**src/pkg/sram_link_pkg.sv**
```systemverilog
/*
  Shared constants for the burst SRAM link: widths, storage depth,
  timing counts used by both ends and the byte-lane merge used by the SRAM end.
  Assumes one system clock of 8 ns; each link clock cycle spans two
  system clocks, a primary phase followed by a complement phase.
*/
package sram_link_pkg;

  // ==========================================================
  // Widths and storage
  localparam int WORD_W    = 18;
  localparam int BYTE_W    = 9;
  localparam int BYTES     = 2;
  localparam int ADDR_W    = 21;
  localparam int MEM_IDX_W = 4;
  localparam int MEM_DEPTH = 16;
  localparam int RD_PIPE   = 3;

  // ==========================================================
  // Timing
  localparam int CLK_PERIOD_NS   = 8;
  localparam int DLL_RST_NS      = 30;
  localparam int DLL_RST_CYC     =
    (DLL_RST_NS + CLK_PERIOD_NS - 1) / CLK_PERIOD_NS;
  localparam int RECAL_PERIOD    = 1024;
  localparam int DLL_LOCK_CYCLES = 10240;
  localparam int CNT_W           = 16;

  typedef enum logic {
    WR_IDLE   = 1'b0,
    WR_SECOND = 1'b1
  } wr_state_e;

  // Keeps old bytes where the active-high enable is clear
  function automatic logic [WORD_W-1:0] merge_bytes(
    input logic [WORD_W-1:0] old_w,
    input logic [WORD_W-1:0] new_w,
    input logic [BYTES-1:0]  be
  );
    logic [WORD_W-1:0] res;
    res = old_w;
    for (int i = 0; i < BYTES; i++)
    begin
      if (be[i])
        res[i*BYTE_W +: BYTE_W] = new_w[i*BYTE_W +: BYTE_W];
    end
    return res;
  endfunction

endpackage

```
**src/pkg/sram_link_if.sv**
```systemverilog
/*
  Link between the memory controller end and the burst SRAM end.
  Assumes both ends share sys_clk; k_rise marks the primary phase.
*/
`timescale 1ns/100ps
interface sram_link_if (
  input wire logic sys_clk
);
  logic                               k_rise;
  logic                               clk_run;
  logic [sram_link_pkg::ADDR_W-1:0]   addr;
  logic                               read_port_select_n;
  logic                               write_port_select_n;
  logic [sram_link_pkg::BYTES-1:0]    byte_write_select_n;
  logic [sram_link_pkg::WORD_W-1:0]   d;
  logic [sram_link_pkg::WORD_W-1:0]   q;
  logic                               q_oe;
  logic                               echo_strobe_true;
  logic                               echo_strobe_comp;
  logic                               read_valid_flag;
  logic                               dll_disable_n;

  modport ctrl (
    output k_rise, clk_run, addr, read_port_select_n,
    output write_port_select_n, byte_write_select_n, d, dll_disable_n,
    input  q, q_oe, echo_strobe_true, echo_strobe_comp, read_valid_flag
  );

  modport mem (
    input  k_rise, clk_run, addr, read_port_select_n,
    input  write_port_select_n, byte_write_select_n, d, dll_disable_n,
    output q, q_oe, echo_strobe_true, echo_strobe_comp, read_valid_flag
  );
endinterface

```
**src/logic/burst_sram_end.sv**
```systemverilog
/*
  Burst SRAM end: separate read and write ports over one shared address
  bus, two-word bursts, byte-lane writes, write forwarding, echo strobes,
  read-valid flag, impedance recalibration tick and loop lock tracking.
  Assumes the controller end on the same sys_clk drives k_rise as a
  strict alternation while clk_run is high.
*/
// Contract
// - Loop enabled: read data two link cycles later
// - Loop disabled: legacy one link cycle latency
// - Both ports launch on primary phase
// - Data and byte selects captured on both phases
// - Each access is two 18-bit words
// - Read select low latches read address
// - Lower word primary, upper word complement phase
// - Finish reads, then release read bus
// - Write select low stores first word
// - Complement phase brings address, second word, commit
// - Deselected write port ignores its inputs
// - Byte selects sampled with each word
// - Select zero low byte, one high byte
// - Read and write ports run independently
// - Reads return newest data, forwarding writes
// - Port selects sampled only on primary phase
// - Recalibrate impedance every 1024 clock cycles
// - Free-running echo strobes follow both phases
// - Valid flag leads read data half cycle
// - Loop locks after 10240 stable cycles
// - Clock stop of 30 ns resets loop
// - Powers up deselected with bus released
`timescale 1ns/100ps
module burst_sram_end #(
  parameter int LOCK_CYCLES = sram_link_pkg::DLL_LOCK_CYCLES
) (
  // Clock and reset
  input  wire logic sys_clk,
  input  wire logic rst,
  // Link to the controller
  sram_link_if.mem  link,
  // Status
  output logic      dll_locked,
  output logic      impedance_cal
);

  localparam int W  = sram_link_pkg::WORD_W;
  localparam int IW = sram_link_pkg::MEM_IDX_W;
  localparam int NP = sram_link_pkg::RD_PIPE;
  localparam int CW = sram_link_pkg::CNT_W;
  localparam logic [CW-1:0] LOCK_MAX = CW'(LOCK_CYCLES - 1);
  localparam logic [CW-1:0] CAL_MAX  = CW'(sram_link_pkg::RECAL_PERIOD - 1);
  localparam logic [CW-1:0] STOP_MAX = CW'(sram_link_pkg::DLL_RST_CYC - 1);

  // ==========================================================
  // Phase decode
  wire            run      = link.clk_run;
  wire            k_edge   = run & link.k_rise;
  wire            kc_edge  = run & ~link.k_rise;
  wire            rd_launch = k_edge & ~link.read_port_select_n;
  wire            wr_launch = k_edge & ~link.write_port_select_n;
  wire            dll_on    = link.dll_disable_n;
  wire [IW-1:0]   addr_idx  = link.addr[IW-1:0];
  wire [1:0]      be_now    = ~link.byte_write_select_n;

  // ==========================================================
  // Storage: lower and upper word arrays
  logic [W-1:0]   mem_lo [sram_link_pkg::MEM_DEPTH];
  logic [W-1:0]   mem_hi [sram_link_pkg::MEM_DEPTH];

  // ==========================================================
  // Write port
  logic           wr_act_q;
  logic [W-1:0]   wr_d0_q;
  logic [1:0]     wr_be0_q;

  always_ff @(posedge sys_clk)
  begin
    if (rst)
      wr_act_q <= 1'b0;
    else if (run)
      wr_act_q <= wr_launch;
  end

  // First word and its selects held from the primary phase
  always_ff @(posedge sys_clk)
  begin
    if (rst)
    begin
      wr_d0_q  <= 18'h00000;
      wr_be0_q <= 2'h0;
    end
    else if (wr_launch)
    begin
      wr_d0_q  <= link.d;
      wr_be0_q <= be_now;
    end
  end

  wire            commit = kc_edge & wr_act_q;

  always_ff @(posedge sys_clk)
  begin
    if (commit)
    begin
      mem_lo[addr_idx] <= sram_link_pkg::merge_bytes(
        mem_lo[addr_idx], wr_d0_q, wr_be0_q);
      mem_hi[addr_idx] <= sram_link_pkg::merge_bytes(
        mem_hi[addr_idx], link.d, be_now);
    end
  end

  // ==========================================================
  // Read port pipeline
  logic [NP-1:0]  rd_sr_q;
  logic [IW-1:0]  rd_a_q [NP];

  always_ff @(posedge sys_clk)
  begin
    if (rst)
      rd_sr_q <= 3'h0;
    else if (run)
      rd_sr_q <= {rd_sr_q[NP-2:0], rd_launch};
  end

  always_ff @(posedge sys_clk)
  begin
    if (run)
      rd_a_q[0] <= addr_idx;
  end

  genvar gi;
  generate
    for (gi = 1; gi < NP; gi++)
    begin : g_rd_addr
      always_ff @(posedge sys_clk)
      begin
        if (run)
          rd_a_q[gi] <= rd_a_q[gi-1];
      end
    end
  endgenerate

  // Fetch one cycle ahead of the lower word on the bus
  wire            fetch   = dll_on ? rd_sr_q[2] : rd_sr_q[0];
  wire [IW-1:0]   fetch_a = dll_on ? rd_a_q[2] : rd_a_q[0];
  wire            fwd_hit = commit && !dll_on && (addr_idx == fetch_a);

  // Same-cycle commit not in arrays yet; loop on: it is a later write
  wire [W-1:0]    rd_lo = fwd_hit ?
    sram_link_pkg::merge_bytes(mem_lo[fetch_a], wr_d0_q, wr_be0_q) :
    mem_lo[fetch_a];
  wire [W-1:0]    rd_hi = fwd_hit ?
    sram_link_pkg::merge_bytes(mem_hi[fetch_a], link.d, be_now) :
    mem_hi[fetch_a];

  wire            flag_d = dll_on ? (rd_sr_q[1] | rd_sr_q[2]) :
                                    (rd_launch | rd_sr_q[0]);

  // ==========================================================
  // Read output registers
  logic [W-1:0]   q_q;
  logic [W-1:0]   hi_hold_q;
  logic           hi_pend_q;
  logic           q_oe_q;
  logic           flag_q;

  always_ff @(posedge sys_clk)
  begin
    if (rst)
    begin
      q_q       <= 18'h00000;
      hi_hold_q <= 18'h00000;
      hi_pend_q <= 1'b0;
      q_oe_q    <= 1'b0;
      flag_q    <= 1'b0;
    end
    else if (run)
    begin
      flag_q <= flag_d;
      if (fetch)
      begin
        q_q       <= rd_lo;
        hi_hold_q <= rd_hi;
        hi_pend_q <= 1'b1;
        q_oe_q    <= 1'b1;
      end
      else if (hi_pend_q)
      begin
        q_q       <= hi_hold_q;
        hi_pend_q <= 1'b0;
        q_oe_q    <= 1'b1;
      end
      else
        q_oe_q <= 1'b0;
    end
  end

  // ==========================================================
  // Echo strobes, registered so they line up with the data
  logic           echo_t_q;
  logic           echo_c_q;

  always_ff @(posedge sys_clk)
  begin
    if (rst)
    begin
      echo_t_q <= 1'b0;
      echo_c_q <= 1'b0;
    end
    else if (run)
    begin
      echo_t_q <= ~link.k_rise;
      echo_c_q <= link.k_rise;
    end
  end

  // ==========================================================
  // Impedance recalibration tick
  logic [CW-1:0]  cal_cnt_q;
  logic           cal_pls_q;

  always_ff @(posedge sys_clk)
  begin
    if (rst)
    begin
      cal_cnt_q <= 16'h0000;
      cal_pls_q <= 1'b0;
    end
    else
    begin
      cal_pls_q <= k_edge && (cal_cnt_q == CAL_MAX);
      if (k_edge)
        cal_cnt_q <= (cal_cnt_q == CAL_MAX) ? 16'h0000 : cal_cnt_q + 16'h0001;
    end
  end

  // ==========================================================
  // Loop lock; a long enough clock stop starts the count over
  logic [CW-1:0]  stop_cnt_q;
  logic [CW-1:0]  lock_cnt_q;
  logic           locked_q;
  wire            stop_done = ~run && (stop_cnt_q == STOP_MAX);

  always_ff @(posedge sys_clk)
  begin
    if (rst || run)
      stop_cnt_q <= 16'h0000;
    else if (stop_cnt_q != STOP_MAX)
      stop_cnt_q <= stop_cnt_q + 16'h0001;
  end

  always_ff @(posedge sys_clk)
  begin
    if (rst || stop_done || !dll_on)
    begin
      lock_cnt_q <= 16'h0000;
      locked_q   <= 1'b0;
    end
    else if (k_edge && !locked_q)
    begin
      lock_cnt_q <= lock_cnt_q + 16'h0001;
      locked_q   <= (lock_cnt_q == LOCK_MAX);
    end
  end

  // ==========================================================
  // Outputs
  assign link.q                = q_q;
  assign link.q_oe             = q_oe_q;
  assign link.echo_strobe_true = echo_t_q;
  assign link.echo_strobe_comp = echo_c_q;
  assign link.read_valid_flag  = flag_q;
  assign dll_locked            = locked_q;
  assign impedance_cal         = cal_pls_q;

endmodule

```
**src/flat_wrapper.sv**
```systemverilog
// flat-port wrapper written by rule: the top's interface ports become plain ports
module burst_sram_end_flat 
#(
  parameter int LOCK_CYCLES = sram_link_pkg::DLL_LOCK_CYCLES
)
  (sys_clk, rst, dll_locked, impedance_cal, link_k_rise, link_clk_run, link_addr, link_read_port_select_n, link_write_port_select_n, link_byte_write_select_n, link_d, link_dll_disable_n, link_q, link_q_oe, link_echo_strobe_true, link_echo_strobe_comp, link_read_valid_flag);
  sram_link_if link_i (.sys_clk(sys_clk));
  input  wire logic sys_clk;
  input  wire logic rst;
  output logic dll_locked;
  output logic impedance_cal;
  input wire logic [$bits(link_i.k_rise)-1:0] link_k_rise;
  input wire logic [$bits(link_i.clk_run)-1:0] link_clk_run;
  input wire logic [$bits(link_i.addr)-1:0] link_addr;
  input wire logic [$bits(link_i.read_port_select_n)-1:0] link_read_port_select_n;
  input wire logic [$bits(link_i.write_port_select_n)-1:0] link_write_port_select_n;
  input wire logic [$bits(link_i.byte_write_select_n)-1:0] link_byte_write_select_n;
  input wire logic [$bits(link_i.d)-1:0] link_d;
  input wire logic [$bits(link_i.dll_disable_n)-1:0] link_dll_disable_n;
  output wire logic [$bits(link_i.q)-1:0] link_q;
  output wire logic [$bits(link_i.q_oe)-1:0] link_q_oe;
  output wire logic [$bits(link_i.echo_strobe_true)-1:0] link_echo_strobe_true;
  output wire logic [$bits(link_i.echo_strobe_comp)-1:0] link_echo_strobe_comp;
  output wire logic [$bits(link_i.read_valid_flag)-1:0] link_read_valid_flag;
  assign link_i.k_rise = link_k_rise;
  assign link_i.clk_run = link_clk_run;
  assign link_i.addr = link_addr;
  assign link_i.read_port_select_n = link_read_port_select_n;
  assign link_i.write_port_select_n = link_write_port_select_n;
  assign link_i.byte_write_select_n = link_byte_write_select_n;
  assign link_i.d = link_d;
  assign link_i.dll_disable_n = link_dll_disable_n;
  assign link_q = link_i.q;
  assign link_q_oe = link_i.q_oe;
  assign link_echo_strobe_true = link_i.echo_strobe_true;
  assign link_echo_strobe_comp = link_i.echo_strobe_comp;
  assign link_read_valid_flag = link_i.read_valid_flag;
  burst_sram_end #(.LOCK_CYCLES(LOCK_CYCLES)) u_core (.sys_clk(sys_clk), .rst(rst), .link(link_i), .dll_locked(dll_locked), .impedance_cal(impedance_cal));
endmodule
```
**config.mk**
```make
export PLATFORM = sky130hd
export DESIGN_NAME = burst_sram_end_flat
export DESIGN_NICKNAME = d
export VERILOG_FILES = /design/src/pkg/sram_link_pkg.sv /design/src/pkg/sram_link_if.sv /design/src/logic/burst_sram_end.sv /design/src/flat_wrapper.sv
export SDC_FILE = /design/constraint.sdc
export NUM_CORES = 1
export LEC_CHECK = 0
export ABC_AREA = 1
export BUFFER_PORTS_ARGS = -buffer_cell sky130_fd_sc_hd__buf_4
export CORE_ASPECT_RATIO = 1.25
export CORE_MARGIN = 2
export CORE_UTILIZATION = 40
export DETAILED_ROUTE_END_ITERATION = 10
export PLACE_DENSITY = 0.6
export SLEW_MARGIN = 0
export SYNTH_ARGS = -nofsm -noshare
export SYNTH_HDL_FRONTEND = slang
export SYNTH_SLANG_ARGS = --single-unit
```
**constraint.sdc**
```tcl
create_clock -name sys_clk -period 2.5 [get_ports sys_clk]
set_input_delay 0.25 -clock sys_clk [delete_from_list [all_inputs] [get_ports sys_clk]]
set_output_delay 0.25 -clock sys_clk [all_outputs]
set_load 0.05 [all_outputs]
```
Yosys cells after proc, flatten, opt, wreduce, memory -nomap -nowiden
Memory sizes are Yosys's and may differ from the RTL's.
Cells that the tools add are included.
- register bits after elaboration: 115
- memory bits (writable): 588
- bits of input ports: 48
- logic and storage cells: 87
- memories: 3
- memories (name ; words ; width ; read ports ; clocked after Yosys merged registers in ; write ports ; RTL line ; source):
    u_core.mem_hi ; 16 ; 18 ; 1 ; 0 ; 1 ; burst_sram_end.sv:67 ; logic [W-1:0] mem_hi [sram_link_pkg::MEM_DEPTH];
    u_core.mem_lo ; 16 ; 18 ; 1 ; 0 ; 1 ; burst_sram_end.sv:66 ; logic [W-1:0] mem_lo [sram_link_pkg::MEM_DEPTH];
    u_core.rd_a_q ; 3 ; 4 ; 3 ; 0 ; 3 ; burst_sram_end.sv:114 ; logic [IW-1:0] rd_a_q [NP];
- add/subtract/negate cells: 3
- eq/ne operators: 9
- multiplexer cells: 27
- bitwise gates (word level): 12
- reduce and logical (&&, ||, !) cells: 17
- operators with widths (cell ; count):
    9-bit 2-to-1 mux ; 12
    18-bit 2-to-1 mux ; 4
    16-bit by 1-bit adder with 16-bit output, second input constant ; 3
    16-bit by 10-bit == test with 1-bit output, second input constant ; 1
    16-bit by 14-bit == test with 1-bit output, second input constant ; 1
    16-bit by 2-bit == test with 1-bit output, second input constant ; 1
    16-bit 2-to-1 mux ; 1
    16-bit by 2-bit != test with 1-bit output, second input constant ; 1
    2-bit AND reduction ; 6
    1-bit 2-to-1 mux ; 9
    2-bit != test, second input constant ; 4
    1-bit bitwise AND ; 5
    1-bit logical AND ; 5
    4-bit == test ; 1
    4-bit 2-to-1 mux ; 1
    1-bit inverter ; 4
    1-bit logical OR ; 3
    1-bit logical NOT ; 2
    2-bit inverter ; 1
    1-bit OR ; 2
    2-bit nonzero test ; 1

Logic depth before layout (Yosys ltp)
- depth in word-level cells: 7
- gate-level depth with buffers: 12
- depth with buffers taken out: 11

Worst setup path before layout
No wires, ideal clock.
- path type: register to register
- from: register u_core.wr_act_q
- to: memory u_core.mem_hi[10][0] (netlist bit) (enable)
- arrival time: 1.383 ns
- data required time: 2.126 ns
- path slack: 0.743 ns
- cell stages (with the launch flop): 6
- path through: dfxtp_1 inv_1 nor3_4 nand2_1 clkbuf_1 nor2_1
- longest elaborated chain between the ends: 4
- ends and longest elaborated chain (item ; RTL line ; source):
    start: declaration ; burst_sram_end.sv:71 ; logic wr_act_q;
    start signal: assignment ; burst_sram_end.sv:80 ; wr_act_q <= wr_launch;
    1-bit bitwise AND (*) ; burst_sram_end.sv:98 ; wire commit = kc_edge & wr_act_q;
    1-bit 2-to-1 mux ; burst_sram_end.sv:102 ; if (commit)
    1-bit 2-to-1 mux (not written as such) ; burst_sram_end.sv:106 ; mem_hi[addr_idx] <= sram_link_pkg::merge_bytes(
    2-bit AND reduction (no line) (*) ; n/a ;
    end: declaration ; burst_sram_end.sv:67 ;
Mark *: on every way between the ends. The rest lies on a longest branch, timed or not.

==> impl_metrics.tcl <==
set metrics [dict create \
    insertion_delay_ns 0.62 \
    synthAdderAreaFrac 0.00120 \
    fin_crit_sh 0.865 \
    setup_tns_ns 0 \
    slew_viol_final 0 \
    critical_path_class "flip-flop to flip-flop" \
    fmax_mhz 463 \
    drtIter0Drc 1557 \
    final.fill_count 7196 \
    cpMaxStageDelayCell "buf_4" \
    cp_max_fo 36 \
    whs_path_depth 1 \
    cts_sinks 703 \
    synth.avg_cell_area_um2 9.57 \
    grt_pass1_vias 21300 \
    route.detailed.drc 0 \
    antenna_found_initial 1 \
    synth_top_family_by_area "simple AND/OR/NAND/NOR gates" \
    fp.dieW_um 254 \
    mostFrequentLayoutCells "740 x nand3_1, 643 x inv_1, 588 x edfxtp_1" \
    die-area_um2 80600 \
    reg2reg_to "u_core.hi_hold_q[4]" \
    vias_per_cell 5.03 \
    wirelength_um 83300 \
    synth_compound_area_frac 0.0274 \
    yosysTopAreaCellShare 0.564 \
    hold_class "input pin to flip-flop" \
    postSynth.asyncResetShare 0 \
    cpPeakStageDelay_ns 0.53 \
    cp-startpoint "u_core.rd_a_q[0][8]" \
    port_buffers 54 \
    cts-root-buf "clkbuf_16" \
    fin_nets 3425 \
    synth_cell_types 42 \
    htreeDepth 3 \
    clk_pin_slew_worst_paths_ns 0.07 \
    synth_top_area_cell "edfxtp_1" \
    seq_area_frac_synth 0.637 \
    die_h_um 317 \
    fin_crit_ns 2.16 \
    start_util 0.404 \
    synth_flop_cell "edfxtp_1" \
    synth_edf_count 588 \
    netlist_instances 3274 \
    antenna_left 0 \
    grt_start_max_net_pins 79 \
    numCtsBuffers 69 \
    globalRouteOverflowTotal 0 \
    min_from "link_d[3]" \
    p_per_area_nw_per_um2 707 \
    cts_tree "built" \
    slew-limit-headroom 0.371 \
    crit_buf_inv 2 \
    synth-simple-area-share 0.229 \
    worst-path-stages 10 \
    syn_nets 3325 \
    io_pins 72 \
    cp_top_family "simple AND/OR/NAND/NOR gates" \
    critPathLaunchType "flip-flop" \
    r2r-start "u_core.rd_a_q[0][8]" \
    clockBufferDepth 3 \
    first_pass_iters 5 \
    status "finished clean" \
    tightest_slew_ns 0.942 \
    maxCapViolCount 0 \
    track_usage 0.208 \
    worstPathCellList "inv_1 -> nand2_2 -> buf_4 -> nand3_1 -> nand3_1 -> nand3_1 -> nand3_1 -> nand3_1 -> nand2_1 -> a21oi_1" \
    worstSetupEndpoint "u_core.hi_hold_q[4]" \
    synth-seq-cells 703 \
    end_kind "flip-flop" \
    place_congestion 0.849 \
    area_growth_syn_to_layout_pct 14.8 \
    rsz0062_at_grt "false" \
    setup_ws_ns 0.339 \
    synth_area_um2 31300 \
    ys.warnings.count 0 \
    grt_pass1_wl_um 126000 \
    required_ns 3.00 \
    r2r_slack_ns 0.34 \
    synth.area.mux_share 0 \
    vias 22500 \
    drive_above_1_share 0.0960 \
    peakVddDrop_mv 0.566 \
    skew_ns 0.0284 \
    yosys-top-cells-area "edfxtp_1 56%, nand3_1 12%, inv_1 7.7%" \
    drt-wirelength-per-cell_um 18.6 \
    cpMostUsedCell "nand3_1" \
    finalHoldViolations 0 \
    pre_cts_ws_ns 0.247 \
    critical_path_arrival_ns 2.66 \
    hpwl_um 51600 \
    final_common_cell "nand3_1" \
    r2r_cells 10 \
    synth_xor_area_frac 0.00280 \
    num_rows 114 \
    setup_viol 0 \
    p_leak_nw 15.3 \
    core_area_um2 77500 \
]
## registers in the layout, summed over array words and instances (netlist names), 2 cells and up
register and count:
u_core.lock_cnt_q 16, u_core.rd_sr_q 3, u_core.rd_a_q 12, u_core.wr_d0_q 18, u_core.stop_cnt_q 16, u_core.wr_be0_q 2
u_core.link.q 18, u_core.mem_lo 288, u_core.cal_cnt_q 16, u_core.mem_hi 288, u_core.hi_hold_q 18
## cell type report
class	instances	area, um2	share of cell area
diodes	1	2.50	0.0000696
clock buffers	87	1910	0.0531
clock inverters	37	323	0.00898
inverters	652	2450	0.0681
multi-input cells	1759	8210	0.228
flip-flops and latches	703	20000	0.555
well taps	1044	1310	0.0363
repair buffers	189	1780	0.0496
## metal layers
| metal | up-vias | global-route usage | part of all wire |
|---|---|---|---|
| li1 | 10900 | - | - |
| met1 | 10700 | 0.266 | 0.41 |
| met2 | 691 | 0.346 | 0.48 |
| met3 | 164 | 0.0270 | 0.058 |
| met4 | 0 | 0.109 | 0.048 |
| met5 | - | 0 | 0 |
## stage by stage
stage | cells | hold slack, ns | util | cell area (um2) | total power, W
floorplan | 3274 | 0.340 | - | 31300 | 0.0143
global placement | 4331 | 0.401 | 0.433 | 33500 | 0.0152
detailed placement | 4331 | 0.405 | 0.433 | 33500 | 0.0152
CTS | 4471 | 0.000463 | 0.464 | 35900 | 0.0256
global route | 4471 | 0.0168 | 0.464 | 35900 | 0.0262
finish | 4472 | 0.0271 | 0.464 | 35900 | 0.0254
## logic make-up after synthesis
kind of cell / after synthesis
xor+xnor: 10
compound gates: 165
buf+inv: 812
flops: 703
simple gates: 1581
fa+ha+maj: 3
## how the worst min path moves through the flow
stage | endpoint | slack, ns
2_1_floorplan | u_core.wr_be0_q[0] | 0.34
3_3_place_gp | u_core.rd_a_q[0][10] | 0.40
3_5_place_dp | u_core.rd_a_q[0][10] | 0.40
4_1_cts | u_core.mem_hi[6][6] | 0.0005
5_1_grt | u_core.mem_hi[6][6] | 0.02
6_report | u_core.mem_hi[4][3] | 0.03
## synth_stat cells (2+ instances only)
master / instances
a21oi_1: 89
a31oi_1: 5
buf_1: 26
buf_2: 55
buf_4: 10
buf_6: 8
clkbuf_1: 61
clkinv_1: 3
dfxtp_1: 115
edfxtp_1: 588
ha_1: 3
inv_1: 643
inv_2: 6
nand2_1: 552
nand2_2: 9
nand3_1: 740
nand3_4: 4
nand4_1: 11
nand4_2: 4
nor2_1: 213
nor2_2: 7
nor2_4: 5
nor3_1: 15
nor3_4: 2
nor3b_1: 2
nor4_1: 6
o21a_1: 2
o21ai_0: 57
o21ai_1: 3
o22ai_1: 4
or2_2: 7
xnor2_1: 2
xor2_1: 8
## repair_timing
action                    CTS  global route
hold endpoints to repair   57             0
setup buffers               0             0
hold buffers               16             0
resized for setup           0             0
## power by group
group | internal, W | switching [W] | total (W)
Sequential | 0.0127 | 0.000119 | 0.0128
Combinational | 0.000650 | 0.00150 | 0.00215
Clock | 0.00595 | 0.00445 | 0.0104
Total | 0.0193 | 0.00607 | 0.0254
Power figures use the tool's default switching activity.
